--- config.mk ---
export PLATFORM = sky130hd
export DESIGN_NAME = rcnc_top
export DESIGN_NICKNAME = d
export VERILOG_FILES = /design/src/rtl/rcnc_pkg.sv /design/src/rtl/rcnc_top.sv
export SDC_FILE = /design/constraint.sdc
export NUM_CORES = 1
export LEC_CHECK = 0
export BUFFER_PORTS_ARGS = -buffer_cell sky130_fd_sc_hd__clkbuf_2
export CORE_UTILIZATION = 45
export CTS_BUF_LIST = sky130_fd_sc_hd__clkbuf_4
export CTS_CLUSTER_DIAMETER = 200
export DETAILED_ROUTE_END_ITERATION = 10
export PLACE_DENSITY = 0.72
export SLEW_MARGIN = 20
export SYNTH_ARGS = -nofsm -noshare
export SYNTH_HDL_FRONTEND = slang
export SYNTH_SLANG_ARGS = --single-unit
export TNS_END_PERCENT = 50
--- constraint.sdc ---
create_clock -name clk -period 3.16 [get_ports clk]
set_input_delay 0.632 -clock clk [delete_from_list [all_inputs] [get_ports clk]]
set_output_delay 0.632 -clock clk [all_outputs]
set_load 0.01 [all_outputs]
--- src/rtl/rcnc_pkg.sv ---
package rcnc_pkg;

	// ------------------------------------------------------------
	// register map
	// ------------------------------------------------------------
	localparam int RCNC_ADDR_W = 8;
	localparam logic [RCNC_ADDR_W-1:0] RCNC_OFS_CAUSE = 8'h00;
	localparam logic [RCNC_ADDR_W-1:0] RCNC_OFS_SW_RESET_ARM = 8'h04;
	localparam logic [RCNC_ADDR_W-1:0] RCNC_OFS_NMI = 8'h08;

	// ------------------------------------------------------------
	// reset cause fields
	// ------------------------------------------------------------
	localparam int RCNC_CAUSE_POR = 0;
	localparam int RCNC_CAUSE_BOR = 1;
	localparam int RCNC_CAUSE_IDLE = 2;
	localparam int RCNC_CAUSE_SLEEP = 3;
	localparam int RCNC_CAUSE_WATCHDOG_TIMEOUT_CAUSE = 4;
	localparam int RCNC_CAUSE_SWR = 6;
	localparam logic [31:0] RCNC_CAUSE_MASK = 32'h0000_005F;
	localparam logic [31:0] RCNC_CAUSE_RESET = 32'h0000_0003;

	// ------------------------------------------------------------
	// software reset trigger fields
	// ------------------------------------------------------------
	localparam int RCNC_SW_RESET_ARM_ARM = 0;

	// ------------------------------------------------------------
	// nmi control fields
	// ------------------------------------------------------------
	localparam int RCNC_NMI_RUN_WATCHDOG_NMI_FLAG = 24;
	localparam int RCNC_NMI_SOFT = 23;
	localparam int RCNC_NMI_GEN = 19;
	localparam int RCNC_NMI_CF = 17;
	localparam int RCNC_NMI_SLEEP_WATCHDOG_FLAG = 16;
	localparam int RCNC_NMI_CNT_W = 16;
	localparam logic [31:0] RCNC_NMI_FLAG_MASK = 32'h018B_0000;
	localparam logic [31:0] RCNC_NMI_MASK = 32'h018B_FFFF;
	localparam logic [31:0] RCNC_NMI_RESET = 32'h0000_0000;
	localparam logic [RCNC_NMI_CNT_W-1:0] RCNC_CNT_ZERO = 16'h0000;
	localparam logic [RCNC_NMI_CNT_W-1:0] RCNC_CNT_ONE = 16'h0001;

	// ------------------------------------------------------------
	// carriers
	// ------------------------------------------------------------
	typedef struct packed {
		logic [RCNC_ADDR_W-1:0] addr;
		logic [31:0] wdata;
		logic wr;
		logic rd;
	} rcnc_bus_t;

	typedef struct packed {
		logic wake_sleep;
		logic wake_idle;
		logic brownout;
		logic power_on;
		logic wdt_timeout;
		logic in_sleep;
		logic clock_fail;
	} rcnc_evt_t;

	typedef enum logic {RCNC_CNT_IDLE, RCNC_CNT_RUN} rcnc_cnt_state_t;

endpackage

--- src/rtl/rcnc_top.sv ---
// Design decisions made here: strobed register access and the register addresses.
`timescale 1ns/1ps
// Notes on behaviour
// - wake from sleep sets cause bit 3
// - leaving idle sets cause bit 2; waking from sleep sets it too
// - brown-out reset sets cause bit 1
// - power-on reset sets cause bit 0
// - cause flags stay set until software writes them clear
// - writing 1 to trigger bit 0 arms software reset; hardware clears it
// - trigger writes without unlock are ignored
// - once armed, any read of trigger register resets the device
// - run-mode watchdog time-out sets bit 24, raises nmi, starts counter
// - software setting bit 24 acts like a real time-out, except that cause bit 4 is not set
// - soft nmi trigger bit 23 raises nmi and reads 1
// - general soft nmi trigger bit 19 raises nmi and reads 1
// - clock failure sets bit 17 and raises nmi
// - software setting bit 17 raises nmi without clock switch
// - sleep watchdog time-out sets bit 16 and wakes; software set gives nmi
// - reload field gives clock cycles from watchdog nmi to reset
// - reload zero resets at once on watchdog nmi
// - clearing run watchdog flag before zero prevents reset
// - only watchdog nmi starts the delay counter
// - nmi control writes need unlock
// - executed software reset sets cause bit 6
// - watchdog time-out sets cause bit 4
module rcnc_top
	import rcnc_pkg::*;
(
	input wire logic clk,
	input wire logic reset_n,
	input wire rcnc_bus_t bus,
	input wire logic unlock,
	input wire rcnc_evt_t evt,
	output logic [31:0] rd_data,
	output logic nmi_req,
	output logic dev_reset,
	output logic wake_req,
	output logic clk_switch_req
);

	// ------------------------------------------------------------
	// decode
	// ------------------------------------------------------------
	function automatic logic hit(input logic [RCNC_ADDR_W-1:0] a,
			input logic [RCNC_ADDR_W-1:0] ofs);
		hit = (a == ofs);
	endfunction

	logic cause_wr;
	logic trig_wr;
	logic trig_rd;
	logic nmi_wr;
	assign cause_wr = bus.wr && hit(bus.addr, RCNC_OFS_CAUSE);
	assign trig_wr = bus.wr && unlock && hit(bus.addr, RCNC_OFS_SW_RESET_ARM);
	assign trig_rd = bus.rd && hit(bus.addr, RCNC_OFS_SW_RESET_ARM);
	assign nmi_wr = bus.wr && unlock && hit(bus.addr, RCNC_OFS_NMI);

	// ------------------------------------------------------------
	// state
	// ------------------------------------------------------------
	logic [31:0] cause_reg;
	logic [31:0] cause_next;
	logic [31:0] nmi_ctl_reg;
	logic [31:0] nmi_ctl_next;
	logic sw_arm_reg;
	logic [RCNC_NMI_CNT_W-1:0] cnt_reg;
	rcnc_cnt_state_t cnt_state_reg;
	logic [31:0] rd_data_reg;
	logic nmi_req_reg;
	logic dev_reset_reg;
	logic wake_req_reg;
	logic clk_switch_req_reg;

	logic run_wdt;
	logic sleep_wdt;
	logic sw_fire;
	logic wdt_start;
	logic wdt_fire;
	logic [RCNC_NMI_CNT_W-1:0] reload;

	assign run_wdt = evt.wdt_timeout && !evt.in_sleep;
	assign sleep_wdt = evt.wdt_timeout && evt.in_sleep;
	assign sw_fire = sw_arm_reg && trig_rd;
	assign reload = nmi_ctl_reg[RCNC_NMI_CNT_W-1:0];
	// rising flag covers both a real time-out and a software set
	assign wdt_start = nmi_ctl_next[RCNC_NMI_RUN_WATCHDOG_NMI_FLAG] && !nmi_ctl_reg[RCNC_NMI_RUN_WATCHDOG_NMI_FLAG];

	// ------------------------------------------------------------
	// reset cause flags
	// ------------------------------------------------------------
	always_comb begin
		cause_next = cause_reg;
		if (cause_wr) begin
			cause_next = bus.wdata & RCNC_CAUSE_MASK;
		end
		// hardware set wins over a clearing write in the same cycle
		if (evt.wake_sleep) begin
			cause_next[RCNC_CAUSE_SLEEP] = 1'b1;
			cause_next[RCNC_CAUSE_IDLE] = 1'b1;
		end
		if (evt.wake_idle) begin
			cause_next[RCNC_CAUSE_IDLE] = 1'b1;
		end
		if (evt.brownout) begin
			cause_next[RCNC_CAUSE_BOR] = 1'b1;
		end
		if (evt.power_on) begin
			cause_next[RCNC_CAUSE_POR] = 1'b1;
		end
		if (evt.wdt_timeout) begin
			cause_next[RCNC_CAUSE_WATCHDOG_TIMEOUT_CAUSE] = 1'b1;
		end
		if (sw_fire) begin
			cause_next[RCNC_CAUSE_SWR] = 1'b1;
		end
	end

	always_ff @(posedge clk or negedge reset_n) begin
		if (!reset_n) begin
			cause_reg <= RCNC_CAUSE_RESET;
		end else begin
			cause_reg <= cause_next;
		end
	end

	// ------------------------------------------------------------
	// software reset trigger
	// ------------------------------------------------------------
	always_ff @(posedge clk or negedge reset_n) begin
		if (!reset_n) begin
			sw_arm_reg <= 1'b0;
		end else if (sw_fire) begin
			sw_arm_reg <= 1'b0;
		end else if (trig_wr && bus.wdata[RCNC_SW_RESET_ARM_ARM]) begin
			sw_arm_reg <= 1'b1;
		end
	end

	// ------------------------------------------------------------
	// nmi control
	// ------------------------------------------------------------
	always_comb begin
		nmi_ctl_next = nmi_ctl_reg;
		if (nmi_wr) begin
			nmi_ctl_next = bus.wdata & RCNC_NMI_MASK;
		end
		if (run_wdt) begin
			nmi_ctl_next[RCNC_NMI_RUN_WATCHDOG_NMI_FLAG] = 1'b1;
		end
		if (sleep_wdt) begin
			nmi_ctl_next[RCNC_NMI_SLEEP_WATCHDOG_FLAG] = 1'b1;
		end
		if (evt.clock_fail) begin
			nmi_ctl_next[RCNC_NMI_CF] = 1'b1;
		end
	end

	always_ff @(posedge clk or negedge reset_n) begin
		if (!reset_n) begin
			nmi_ctl_reg <= RCNC_NMI_RESET;
		end else begin
			nmi_ctl_reg <= nmi_ctl_next;
		end
	end

	// any pending flag, set by hardware or software, holds the nmi
	always_ff @(posedge clk or negedge reset_n) begin
		if (!reset_n) begin
			nmi_req_reg <= 1'b0;
		end else begin
			nmi_req_reg <= |(nmi_ctl_reg & RCNC_NMI_FLAG_MASK);
		end
	end

	// ------------------------------------------------------------
	// delayed reset counter
	// ------------------------------------------------------------
	// a rising flag implies the flag was clear, so the count term cannot fire then even if the counter is still in RUN
	assign wdt_fire = (wdt_start && (reload == RCNC_CNT_ZERO))
		|| ((cnt_state_reg == RCNC_CNT_RUN) && nmi_ctl_reg[RCNC_NMI_RUN_WATCHDOG_NMI_FLAG]
		&& (cnt_reg == RCNC_CNT_ONE));

	always_ff @(posedge clk or negedge reset_n) begin
		if (!reset_n) begin
			cnt_state_reg <= RCNC_CNT_IDLE;
			cnt_reg <= RCNC_CNT_ZERO;
		end else begin
			case (cnt_state_reg)
				RCNC_CNT_IDLE: begin
					// only the run watchdog flag can start it
					if (wdt_start && (reload != RCNC_CNT_ZERO)) begin
						cnt_reg <= reload;
						cnt_state_reg <= RCNC_CNT_RUN;
					end
				end
				RCNC_CNT_RUN: begin
					if (!nmi_ctl_reg[RCNC_NMI_RUN_WATCHDOG_NMI_FLAG] && wdt_start && (reload != RCNC_CNT_ZERO)) begin
						// fresh time-out right after a clear must not be lost
						cnt_reg <= reload;
					end else if (!nmi_ctl_reg[RCNC_NMI_RUN_WATCHDOG_NMI_FLAG]) begin
						cnt_state_reg <= RCNC_CNT_IDLE;
						cnt_reg <= RCNC_CNT_ZERO;
					end else if (cnt_reg == RCNC_CNT_ONE) begin
						cnt_state_reg <= RCNC_CNT_IDLE;
						cnt_reg <= RCNC_CNT_ZERO;
					end else begin
						cnt_reg <= cnt_reg - RCNC_CNT_ONE;
					end
				end
				default: begin
					cnt_state_reg <= RCNC_CNT_IDLE;
					cnt_reg <= RCNC_CNT_ZERO;
				end
			endcase
		end
	end

	// ------------------------------------------------------------
	// outputs
	// ------------------------------------------------------------
	always_ff @(posedge clk or negedge reset_n) begin
		if (!reset_n) begin
			dev_reset_reg <= 1'b0;
		end else begin
			dev_reset_reg <= sw_fire || wdt_fire;
		end
	end

	always_ff @(posedge clk or negedge reset_n) begin
		if (!reset_n) begin
			wake_req_reg <= 1'b0;
			clk_switch_req_reg <= 1'b0;
		end else begin
			wake_req_reg <= sleep_wdt;
			// software setting the clock-fail flag never switches clocks
			clk_switch_req_reg <= evt.clock_fail;
		end
	end

	always_ff @(posedge clk or negedge reset_n) begin
		if (!reset_n) begin
			rd_data_reg <= 32'h0000_0000;
		end else if (bus.rd && hit(bus.addr, RCNC_OFS_CAUSE)) begin
			rd_data_reg <= cause_reg;
		end else if (bus.rd && hit(bus.addr, RCNC_OFS_NMI)) begin
			rd_data_reg <= nmi_ctl_reg;
		end else begin
			// trigger register and unmapped space read zero
			rd_data_reg <= 32'h0000_0000;
		end
	end

	assign rd_data = rd_data_reg;
	assign nmi_req = nmi_req_reg;
	assign dev_reset = dev_reset_reg;
	assign wake_req = wake_req_reg;
	assign clk_switch_req = clk_switch_req_reg;
endmodule // rcnc_top

==> impl_metrics.yaml <==
outcome:
  status: "finished, final reports clean"
timing:
  hold_slack_ns: 0.2768
  rsz0062_at_grt: "no"
  fmaxAchievable_mhz: 402.3
  hold_viol: 0
  maxSlewHeadroom_pct: 31.88
  fin_tns_setup_ns: 0
  report.final.slew_viol_count: 0
  finalCritPeriodShare_pct: 78.65
  setup_violations: 0
  tightest_slew_ns: 1.022
  finClkSkew_ns: 0.01310
  period_needed_ns: 2.485
die:
  ioPinCount: 88
  die_area_um2: 7369
  row_count: 30
  die_h_um: 85.84
  initial_core_util_pct: 46.56
  core_area_um2: 6794
  die_w_um: 85.84
worst_setup_path:
  worstSetupStartpointType: "register"
  cp-end-kind: "register"
  crit_type: "reg -> reg"
  cp.arrival_ns: 2.78
  crit_required_ns: 3.45
  cp_max_fo: 13
detailed_routing:
  route.met3.wl_um: 409
  met1_length_um: 2953
  wl_um: 6618
  viasPerCell: 5.417
  drc: 0
  first_pass_iters: 4
  routedWlPerCell_um: 14.45
  antenna_left: 0
  met2_length_um: 3118
  dr_total_vias: 2481
  dr.max_layer_used: "met4"
  drt_iter0_drc: 133
layout:
  n_fill_cell: 593
  diodes: 0
  drive_gt1_share_pct: 30.66
  mostFrequentLayoutCells: "68 x dfrtp_1, 64 x clkbuf_2, 22 x nand2_1"
  layout.nets: 411
  layout_commonest_cell: "dfrtp_1"
  syn_to_final_growth_pct: 18.67
cts:
  clk_path_buf_depth: 2
  clkSinkCount: 70
  ctsHoldBuffers: 0
  cts_setup_buffers: 0
  cts_tree: "built"
  root_buffer: "clkbuf_4"
  numCtsBuffers: 9
  h-tree-depth: 3
  clk_latency_ns: 0.43
  cts.repair.resized: 0
  clkSlewWorstSetupHoldPaths_ns: 0.12
grt:
  grt_pass1_wl_um: 11050
  grt_pass1_vias: 2344
  grt_max_degree: 36
  grt_use_total_pct: 19.77
  grt-ovfl-total: 0
  grt_antenna_before_repair: 0
logic_synthesis:
  synth_cell_types: 49
  syn_area_um2: 3163
  ys_warn_count: 0
  synth_cells: 285
  ys_seq_elements: 70
  postSynthAreaPerCell_um2: 11.10
  synth-seq-area-share_pct: 55.46
place:
  dp_hpwl_um: 4813
  globalplace.congestion: 0.9194
  io_buffers: 65
power:
  combPwrFrac_pct: 20.6
  vdd_ir_drop_max_uv: 467.8
  switching_share_pct: 31.14
  power.density_nw_per_um2: 617.2
  clkPwrFrac_pct: 31.4
  pwr-share-seq_pct: 48.0
  switchingPower_uw: 721.5
  p_int_uw: 1595
  leakage_uw: 0.001911
worst_hold_path:
  hold_class: "in -> async"
run:
  max_cap_viol_count: 0
## layer usage
layer / vias to the layer above / GRT usage [%]
li1: 1184 / -
met1: 1182 / 25.51
met2: 101 / 30.98
met3: 14 / 5.390
met4: 0 / 9.545
met5: - / 0
## critical path: stages, from the launching register on
cell and delay (ns):
dfrtp_1 0.43, nor4_1 0.49, a41oi_1 0.20, a21oi_1 0.84, o21ai_0 0.21, o311ai_0 0.17
## kinds of logic (layout without fill, tap and decap cells)
kind of cell	count (synthesis)	after routing	synth area share (%)
AOI/OAI and AO/OA	53	53	12.34
xor gates and xnor gates	1	1	0.2769
adders and majority gates	2	2	0.7910
buffers and inverters	31	98	5.538
DFF	70	70	55.46
muxes	19	19	6.646
other	1	11	0.1186
and+or+nand+nor	108	108	18.83
## power by group through the flow
stage	Sequential [uW]	Combinational [uW]	Clock, uW
floorplan	1090	368	0
global placement	1120	458	0
detailed placement	1130	473	0
CTS	1110	473	743
global route	1130	537	778
finish	1110	476	728
## synth_stat cells, drive strengths merged
master | number | area, um2
or3b | 1 | 8.760
a32oi | 1 | 8.760
nand2 | 22 | 82.58
o22ai | 1 | 6.260
o31ai | 1 | 7.510
and3 | 16 | 100.1
nand4 | 1 | 6.260
dfrtp | 68 | 1702
a41oi | 2 | 17.52
o41ai | 1 | 16.27
nor2b | 1 | 6.260
o211ai | 3 | 22.52
a221o | 5 | 50.05
a21oi | 8 | 40.04
a211o | 5 | 43.79
o32ai | 1 | 8.760
mux2 | 16 | 180.2
xor2 | 1 | 8.760
nor4b | 1 | 8.760
nand3 | 8 | 40.04
and2 | 4 | 25.03
inv | 8 | 30.03
nand4b | 1 | 8.760
and4 | 1 | 8.760
nor3b | 3 | 22.52
nor2 | 17 | 63.81
o21ai | 11 | 55.05
or4 | 7 | 56.30
dfstp | 2 | 52.55
conb | 1 | 3.750
a22o | 6 | 52.55
a31oi | 3 | 18.77
clkbuf | 7 | 26.28
nand2b | 4 | 25.02
a21o | 1 | 7.510
or3 | 2 | 12.51
nor4 | 8 | 50.05
nor3 | 8 | 40.04
or4b | 3 | 30.03
ha | 2 | 25.02
mux2i | 3 | 30.03
buf | 16 | 118.9
o311ai | 3 | 26.28
o221ai | 1 | 8.760
## per-stage QoR
step           instances  worst slack, ns  util (%)  total power, uW  cell area, um2
6_report             458           0.6745     55.25             2317            3754
5_1_grt              458           0.5014     55.25             2446            3754
4_1_cts              458           0.7121     55.25             2326            3754
3_5_place_dp         442           0.3621     52.52             1598            3568
3_3_place_gp         442           0.3867     52.52             1581            3568
2_1_floorplan        295           0.6305         -             1455            3201
## cell type report
cell class | count | area (um2) | area share [%]
sequential | 70 | 1754 | 46.73
inverter | 8 | 30.03 | 0.8000
tap | 96 | 120.1 | 3.200
timing repair buffer | 74 | 392.9 | 10.47
clock inverter | 6 | 110.1 | 2.933
multi-input combinational | 194 | 1271 | 33.87
clock buffer | 10 | 75.07 | 2.000
## path summary, 6_finish.rpt
kind,startpoint,end,slack (ns),cells after the start
max,nmi_ctl_reg[0],cnt_reg[14],0.67,5
min,reset_n,cnt_reg[9],0.28,1
max reg2reg,nmi_ctl_reg[0],cnt_reg[14],0.67,5
min reg2reg,nmi_ctl_reg[17],nmi_req,0.50,2
max in group asynchronous,reset_n,cause_reg[0],2.09,2
min in group clk,evt[0],clk_switch_req,0.32,1
Power figures use the tool's default switching activity.
